$ cat config.mk
export PLATFORM = sky130hd
export DESIGN_NAME = pscr_top
export DESIGN_NICKNAME = d
export VERILOG_FILES = /design/src/hw/pscr_sm_reset.v /design/src/hw/pscr_top.v
export VERILOG_INCLUDE_DIRS = /design/src /design/src/hw
export SDC_FILE = /design/constraint.sdc
export NUM_CORES = 1
export LEC_CHECK = 0
export BUFFER_PORTS_ARGS = -buffer_cell sky130_fd_sc_hd__buf_4
export CORE_ASPECT_RATIO = 1.4
export CORE_MARGIN = 2
export CORE_UTILIZATION = 46
export DETAILED_ROUTE_END_ITERATION = 8
export PLACE_DENSITY = 0.83
export SLEW_MARGIN = 20
export SYNTH_ARGS = -nofsm -noshare
export SYNTH_HDL_FRONTEND = slang
export SYNTH_SLANG_ARGS = --single-unit
export TNS_END_PERCENT = 20
$ cat constraint.sdc
create_clock -name clock -period 2.5 [get_ports clock]
set_input_delay 0.25 -clock clock [delete_from_list [all_inputs] [get_ports clock]]
set_output_delay 0.25 -clock clock [all_outputs]
set_load 0.03 [all_outputs]
$ cat src/hw/pscr_defs.vh
// Constants for the PHY-specific configuration register block
`ifndef PSCR_DEFS_VH
`define PSCR_DEFS_VH
// APB byte address of the register (printed offset 0x10, word aligned)
`define PSCR_ADDR_CFG 8'h10
`define PSCR_ADDR_STATUS 8'h14
`define PSCR_ADDR_W 8
// Field positions of the configuration register
`define PSCR_BIT_CODING_BYPASS 15
`define PSCR_BIT_SCRAMBLER_BYPASS 14
`define PSCR_BIT_ALIGNMENT_BYPASS 13
`define PSCR_BIT_SIGNAL_DETECT_FORCE 12
`define PSCR_BIT_RSVD11 11
`define PSCR_BIT_TX_MODE 10
`define PSCR_BIT_RSVD9 9
`define PSCR_BIT_RSVD8 8
`define PSCR_BIT_FORCE_LINK 7
`define PSCR_BIT_LED_A 6
`define PSCR_BIT_LED_B 5
`define PSCR_BIT_AUTO_RPD 4
`define PSCR_BIT_SM_RESET 3
`define PSCR_BIT_PREAMBLE 2
`define PSCR_BIT_SLEEP 1
`define PSCR_BIT_LOOPOUT 0
// Reset value: tx mode, auto reduced power and preamble suppress set
`define PSCR_CFG_RESET 16'h0414
// Writable bit mask (bit 9 and bit 3 storage excluded)
`define PSCR_CFG_WMASK 16'hfdf7
// State machine reset pulse length in clock cycles
`define PSCR_STATE_MACHINE_RESET_CYCLES 4'h8
`define PSCR_CNT_ZERO 4'h0
`define PSCR_CNT_ONE 4'h1
`endif

$ cat src/hw/pscr_sm_reset.v
// Self-clearing state machine reset sequencer
`timescale 1ns/100ps
`default_nettype none
module pscr_sm_reset (
  // Clock and reset
  input wire clock,
  input wire sys_rst,
  // Control
  input wire start,
  // Status
  output reg busy,
  output reg sm_reset
);
`include "pscr_defs.vh"

  reg [3:0] count;

  // Hold the reset for a fixed number of cycles, restart on new request
  always @(posedge clock) begin
    if (sys_rst) begin
      count <= `PSCR_CNT_ZERO;
      busy <= 1'b0;
      sm_reset <= 1'b0;
    end else if (start) begin
      count <= `PSCR_STATE_MACHINE_RESET_CYCLES;
      busy <= 1'b1;
      sm_reset <= 1'b1;
    end else if (count != `PSCR_CNT_ZERO) begin
      count <= count - `PSCR_CNT_ONE;
      busy <= (count != `PSCR_CNT_ONE);
      sm_reset <= (count != `PSCR_CNT_ONE);
    end
  end
endmodule // pscr_sm_reset
`default_nettype wire

$ cat src/hw/pscr_top.v
// PHY-specific configuration register with APB access
// Function
// RQ1: Coding bypass set skips 4B5B encode and 5B4B decode; resets 0.
// RQ2: Scrambler bypass set skips scrambler and descrambler; resets 0.
// RQ3: Alignment bypass skips descrambler, alignment, decode, encode, scrambler; resets 0.
// RQ4: Signal detect force makes detector report valid signal; resets 0.
// RQ5: Software writes 0 to reserved bits 11, 8, 6, 5; they reset 0.
// RQ6: Tx mode bit resets 1; while set, operate in 100BASE-TX.
// RQ7: Force link reports good 100 Mbps link regardless of line; resets 0.
// RQ8: Auto reduced power enable resets 1; set enables automatic reduced power.
// RQ9: Writing 1 resets all state machines; bit clears itself afterwards.
// RQ10: Preamble suppress bit resets 1; set turns suppression on.
// RQ11: Writing 1 to sleep powers down all but clocking; resets 0.
// RQ12: Waking keeps configuration but resets the state machines.
// RQ13: Remote loopout routes received data back to transmit; resets 0.
// RQ14: Bit 9 always reads 0; writes to it do nothing.
//
// Design decision made here: the APB slave port.
`timescale 1ns/100ps
`default_nettype none
module pscr_top (
  // Clock and reset
  input wire clock,
  input wire sys_rst,
  // APB slave
  input wire psel,
  input wire penable,
  input wire pwrite,
  input wire [31:0] paddr,
  input wire [31:0] pwdata,
  output reg [31:0] prdata,
  output reg pready,
  output reg pslverr,
  // Line status from the PHY datapath (asynchronous)
  input wire signal_detect_raw,
  input wire link_100_raw,
  // Datapath controls
  output reg coding_bypass_en,
  output reg scrambler_bypass_en,
  output reg descrambler_bypass_en,
  output reg align_bypass_en,
  output reg encoder_bypass_en,
  output reg decoder_bypass_en,
  output reg signal_detect,
  output reg tx_mode_100,
  output reg link_100_good,
  output reg auto_rpd_en,
  output reg mgmt_preamble_suppress,
  output reg sleep_powerdown,
  output reg remote_loopout,
  output reg sm_reset
);
`include "pscr_defs.vh"

  ////////////////////////////////////////////////////////////////////
  // Storage and synchronisers
  reg [15:0] cfg;
  reg sd_meta;
  reg sd_sync;
  reg link_meta;
  reg link_sync;
  wire sm_busy;
  wire sm_pulse;
  reg start_sm;
  wire [`PSCR_ADDR_W-1:0] addr = paddr[`PSCR_ADDR_W-1:0];
  wire addr_hi_zero = (paddr[31:`PSCR_ADDR_W] == 24'h000000);
  wire hit_cfg = addr_hi_zero && (addr == `PSCR_ADDR_CFG);
  wire hit_status = addr_hi_zero && (addr == `PSCR_ADDR_STATUS);
  wire setup = psel && !penable;
  wire wr_cfg = setup && pwrite && hit_cfg;
  wire [15:0] wdata = pwdata[15:0];
  wire [15:0] cfg_view;
  wire [15:0] next_cfg;

  // Line inputs pass two flops before use
  always @(posedge clock) begin
    if (sys_rst) begin
      sd_meta <= 1'b0;
      sd_sync <= 1'b0;
      link_meta <= 1'b0;
      link_sync <= 1'b0;
    end else begin
      sd_meta <= signal_detect_raw;
      sd_sync <= sd_meta;
      link_meta <= link_100_raw;
      link_sync <= link_meta;
    end
  end

  ////////////////////////////////////////////////////////////////////
  // Register write, one cycle answer (taken at setup edge)
  assign next_cfg = (cfg & ~`PSCR_CFG_WMASK) | (wdata & `PSCR_CFG_WMASK); // see RQ14

  always @(posedge clock) begin
    if (sys_rst) begin
      cfg <= `PSCR_CFG_RESET; // see RQ6 // see RQ8 // see RQ10
    end else if (wr_cfg) begin
      // Reserved bits stored as written, software keeps them 0; see RQ5
      cfg <= next_cfg;
    end
  end

  // Start the state machine reset on a 1 write or on leaving sleep
  always @(posedge clock) begin
    if (sys_rst) begin
      start_sm <= 1'b0;
    end else begin
      start_sm <= wr_cfg && (wdata[`PSCR_BIT_SM_RESET] || // see RQ9
        (cfg[`PSCR_BIT_SLEEP] && !wdata[`PSCR_BIT_SLEEP])); // see RQ12
    end
  end

  // Reset sequencer
  pscr_sm_reset u_state_machine_reset (
    .clock(clock),
    .sys_rst(sys_rst),
    .start(start_sm),
    .busy(sm_busy),
    .sm_reset(sm_pulse)
  );

  // Read view: reset bit shows 1 until the sequence is done, bit 9 zero
  assign cfg_view = {cfg[15:`PSCR_BIT_SM_RESET+1], (sm_busy | start_sm), // see RQ9
    cfg[`PSCR_BIT_SM_RESET-1:0]};

  ////////////////////////////////////////////////////////////////////
  // APB answer: ready in the access cycle, error on unmapped address or on a write to the status word
  always @(posedge clock) begin
    if (sys_rst) begin
      pready <= 1'b0;
      pslverr <= 1'b0;
      prdata <= 32'h00000000;
    end else begin
      pready <= setup;
      pslverr <= setup && !(hit_cfg || (hit_status && !pwrite));
      if (setup && !pwrite && hit_cfg) begin
        prdata <= {16'h0000, cfg_view};
      end else if (setup && !pwrite && hit_status) begin
        prdata <= {28'h0000000, sleep_powerdown, link_100_good, signal_detect, sm_reset};
      end else begin
        prdata <= 32'h00000000;
      end
    end
  end

  ////////////////////////////////////////////////////////////////////
  // Datapath controls, all registered
  always @(posedge clock) begin
    if (sys_rst) begin
      coding_bypass_en <= 1'b0;
      scrambler_bypass_en <= 1'b0;
      descrambler_bypass_en <= 1'b0;
      align_bypass_en <= 1'b0;
      encoder_bypass_en <= 1'b0;
      decoder_bypass_en <= 1'b0;
      signal_detect <= 1'b0;
      tx_mode_100 <= 1'b1;
      link_100_good <= 1'b0;
      auto_rpd_en <= 1'b1;
      mgmt_preamble_suppress <= 1'b1;
      sleep_powerdown <= 1'b0;
      remote_loopout <= 1'b0;
      sm_reset <= 1'b0;
    end else begin
      coding_bypass_en <= cfg[`PSCR_BIT_CODING_BYPASS]; // see RQ1
      encoder_bypass_en <= cfg[`PSCR_BIT_CODING_BYPASS] | cfg[`PSCR_BIT_ALIGNMENT_BYPASS]; // see RQ1 // see RQ3
      decoder_bypass_en <= cfg[`PSCR_BIT_CODING_BYPASS] | cfg[`PSCR_BIT_ALIGNMENT_BYPASS]; // see RQ1 // see RQ3
      scrambler_bypass_en <= cfg[`PSCR_BIT_SCRAMBLER_BYPASS] | cfg[`PSCR_BIT_ALIGNMENT_BYPASS]; // see RQ2 // see RQ3
      descrambler_bypass_en <= cfg[`PSCR_BIT_SCRAMBLER_BYPASS] | cfg[`PSCR_BIT_ALIGNMENT_BYPASS]; // see RQ2
      align_bypass_en <= cfg[`PSCR_BIT_ALIGNMENT_BYPASS]; // see RQ3
      signal_detect <= sd_sync | cfg[`PSCR_BIT_SIGNAL_DETECT_FORCE]; // see RQ4
      tx_mode_100 <= cfg[`PSCR_BIT_TX_MODE]; // see RQ6
      link_100_good <= link_sync | cfg[`PSCR_BIT_FORCE_LINK]; // see RQ7
      auto_rpd_en <= cfg[`PSCR_BIT_AUTO_RPD]; // see RQ8
      mgmt_preamble_suppress <= cfg[`PSCR_BIT_PREAMBLE]; // see RQ10
      sleep_powerdown <= cfg[`PSCR_BIT_SLEEP]; // see RQ11
      remote_loopout <= cfg[`PSCR_BIT_LOOPOUT]; // see RQ13
      sm_reset <= sm_pulse; // see RQ9
    end
  end
endmodule // pscr_top
`default_nettype wire

==> summary by stage <==
Timing
The max-slew violation count is 0. Static timing analysis puts the maximum clock frequency at 575 MHz. The setup-violating endpoint count in the final report is 0. The post-route clock skew is 0.00808 ns. Setup repair after global routing left no endpoint under its margin. The summed negative setup slack over all endpoints is 0 ns. The number of failing hold endpoints at the final stage came to 0. The final period utilization is 69.5%. Hold is met by 0.175 ns. Counting I/O delays and the setup requirement, the final critical path takes 1.74 ns. The measured slew at the worst slew-check pin is 0.731 ns.

The headroom to the max-slew limit is 50.8%.

Synth
The fraction of synthesized cell area taken by the top area cell type is 51.5%. After technology mapping, the gate count stands at 203. For this run, the leading register cell type out of synthesis is sky130_fd_sc_hd__dfxtp_1. In the synthesized netlist the async set-or-reset flop fraction comes to 0%.

The count of different cell masters after synthesis is 32. Ranked by instance count, the synthesized netlist is headed by sky130_fd_sc_hd__dfxtp_1, sky130_fd_sc_hd__buf_4, sky130_fd_sc_hd__nand2b_1, sky130_fd_sc_hd__nor2_1, sky130_fd_sc_hd__mux2i_1. The leading cell type by number of instances after synthesis is sky130_fd_sc_hd__dfxtp_1.

The register bit total from synthesis is 53. The synthesized area per cell is 10.1 µm². The sequential-to-total area share from yosys stat is 51.5%.

The cell area that synthesis handed to floorplanning was 2060 µm². Sorting the synthesized cells by area gives the leading types as sky130_fd_sc_hd__dfxtp_1, sky130_fd_sc_hd__mux2i_1, sky130_fd_sc_hd__buf_4. During synthesis, Yosys emitted a total of 0 warnings.

sky130_fd_sc_hd__dfxtp_1 takes more of the synthesized area than any other cell. Yosys mapped a number of flops with a built-in enable equal to 0.

Route
After detailed routing, the number of vias per cell comes to 4.59. The number of nets with antenna violations after detailed routing is 0. After the first detailed-routing iteration, the DRC count stood at 19. The routed wire length per instance is 11.7 µm. Wire segments on met2 add up to 2.18 mm in the final route.

In this run the top signal layer used is met4. The total length of routed met3 wires is 386 µm. Summing over every cut layer, the via total after detailed routing is 1597.

The number of optimization iterations in the first detailed-route pass is 3. The length of routed wiring on met1 is 1.38 mm. For this run, design rule violations remaining after detail routing come to 0. The total detailed-routing wirelength is 4.06 mm.

Floorplanning
The vertical extent of the die is 83.2 µm. The floorplan has 28 rows. 119 I/O pins were placed. From left edge to right edge, the die measures 60.6 µm. For this configuration, the core starts out at a cell density of 48.2%. The floorplan die area is 5040 µm². The area of the core is 4270 µm².

Clock network
The cell sitting at the root of the clock tree is a sky130_fd_sc_hd__clkbuf_8. In this run the post-CTS setup repair buffer count came out at 0. The H-tree depth is 2.

The number of gates resized after CTS was 0. TritonCTS built the clock tree. The maximum root-to-sink buffer count is 2. The TritonCTS buffer count is 5.

For the worst-skew pair, the clock arrives at the later sink with an insertion delay of 0.29 ns. The clock drives 53 sinks. The number of buffers inserted by hold repair at cts is 0. Clock-pin slew was measured on the worst setup and hold paths at 0.09 ns.

Final layout
Compared with the post-synthesis result, the final layout area differs by 34.2%. The net count of the finished layout is 362. prdata holds more flip-flops than any other register.

The flip-flop count of the largest register after layout is 15. The largest registers in the layout are prdata: 15 flops, cfg: 14 flops, u_state_machine_reset.count: 4 flops. In the final layout, the share of cells above drive strength 1 is 33.7%.

The number of antenna diodes in the final layout is 0.

Pwr
The areal power density over the cells is 617 nW/µm². The switching power summed over all nets is 445 µW. The switching power as a share of total power is 26.1%. The share of total power dissipated in combinational logic is 18.7%. The completed layout was analyzed and its total power is 1710 µW. The peak ir drop on the vdd network is 395 µV. Cell internal power was estimated by the tool at 1260 µW. In this run the static leakage power is 0.00126 µW. The clock network fraction of total power is 27.3%. The sequential cell fraction of total power is 53.9%.

Critical path
The element type at the critical path end is a flip-flop. Measured in cells, the most critical reg-to-reg path has a length of 5. At the worst endpoint, the required time is 2.74 ns. The startpoint kind of the worst setup timing path is an input port. Of all nets on the critical path, the largest fanout is 5. For flop-to-flop paths, the worst setup slack is 1.08 ns. The endpoint identified for the worst register-to-register timing path is u_state_machine_reset.count[1]$_SDFFE_PP0P_. The data arrival time of the worst path is 1.98 ns. The endpoint of the worst setup timing path is prdata[3]$_SDFF_PP0_. The origin of the worst setup path is paddr[18].

The category of the most critical setup path is in -> reg. The startpoint identified for the worst register-to-register timing path is u_state_machine_reset.count[0]$_SDFFE_PP0P_.

GRT
The number of global-route vias before repair is 1507. The number of antenna violations at the first check in global routing came to 0. In the global route stage, overall resource usage came out at 16.0%. The wire length of the first global-routing pass is 6.08 mm.

The total overflow left after global routing is 0. The largest net degree at the start of global routing is 44.

Place
The routability congestion estimate from global placement is 0.777. The number of port buffers is 84. The wire-length estimate of the detail-placed layout is 3.23 mm.

Job
The number of max-cap violations is 0.

Hold path
The path class of the tightest hold or removal check is in -> reg.

Outcome
The run finished with clean final reports.
-- area by class of cell --
| type | count | area [µm²] |
|---|---|---|
| tap | 60 | 75.1 |
| timing repair buffer | 87 | 653 |
| inverter | 12 | 45.0 |
| clock buffer | 6 | 82.6 |
| clock inverter | 1 | 7.51 |
| fill | 390 | 1510 |
| multi-input combinational | 129 | 840 |
| sequential | 53 | 1060 |
-- cells in the final DEF, fill, tap and decap left out, types with 2 or more instances in the layout --
cell	n
sky130_fd_sc_hd__buf_4	87
sky130_fd_sc_hd__dfxtp_1	53
sky130_fd_sc_hd__nand2b_1	19
sky130_fd_sc_hd__nor2_1	17
sky130_fd_sc_hd__conb_1	17
sky130_fd_sc_hd__mux2i_1	16
sky130_fd_sc_hd__inv_1	12
sky130_fd_sc_hd__nor2b_1	11
sky130_fd_sc_hd__nor4_1	10
sky130_fd_sc_hd__and2_1	9
sky130_fd_sc_hd__clkbuf_8	6
sky130_fd_sc_hd__a21oi_1	3
sky130_fd_sc_hd__nand2_1	3
sky130_fd_sc_hd__nor3_1	3
sky130_fd_sc_hd__ha_1	3
sky130_fd_sc_hd__nand4_1	2
sky130_fd_sc_hd__nor3b_1	2
sky130_fd_sc_hd__mux2_1	2
-- critical path, stage by stage --
cell                      delay, ns
sky130_fd_sc_hd__buf_4         0.11
sky130_fd_sc_hd__nor4_1        0.29
sky130_fd_sc_hd__nand4_1       0.32
sky130_fd_sc_hd__nor4_1        0.73
sky130_fd_sc_hd__o311a_1       0.27
-- how the worst min path moves through the flow --
| stage | slack [ns] | start | cells past startpoint | endpoint |
|---|---|---|---|---|
| after CTS | 0.17 | pwrite | 2 | prdata[13]$_SDFF_PP0_ |
| final | 0.17 | pwrite | 2 | prdata[13]$_SDFF_PP0_ |
| after floorplan | 0.33 | pwrite | 1 | prdata[13]$_SDFF_PP0_ |
| after global routing | 0.18 | pwrite | 2 | prdata[15]$_SDFF_PP0_ |
| after global placement | 0.42 | link_sync$_SDFF_PP0_ | 2 | link_100_good$_SDFF_PP0_ |
| after detailed placement | 0.42 | sd_sync$_SDFF_PP0_ | 2 | signal_detect$_SDFF_PP0_ |
-- cell families after synthesis --
kind of cell	after synthesis	share of synthesized area (%)
AO/OA/AOI/OAI	7	2.31
XOR/XNOR	2	0.851
adder cells (fa/ha/maj)	3	1.82
buffers and inverters	37	10.6
flip-flops	53	51.5
multiplexers	18	8.87
other	1	0.182
AND/OR/NAND/NOR	82	23.8
-- power by group through the flow --
stage | clock network [µW] | logic [µW] | registers [µW]
after CTS | 486 | 322 | 920
final | 466 | 319 | 920
after floorplan | 0 | 227 | 945
after global routing | 517 | 360 | 929
after detailed placement | 0 | 321 | 940
after global placement | 0 | 314 | 937
-- per-layer routing --
metal / vias to the layer above / track usage [%]
met5: - / 0
met4: 0 / 7.51
met3: 11 / 3.43
met2: 82 / 31.3
met1: 710 / 14.1
li1: 794 / -
-- stage by stage --
stage	utilization (%)	cell area, µm²	setup slack (ns)	std cells
after floorplan	-	2120	0.804	219
after global placement	62.6	2670	0.453	341
after detailed placement	62.6	2670	0.398	341
after CTS	64.7	2760	0.700	348
after global routing	64.7	2760	0.582	348
final	64.7	2760	0.762	348
(Power assumes the default switching activity.)
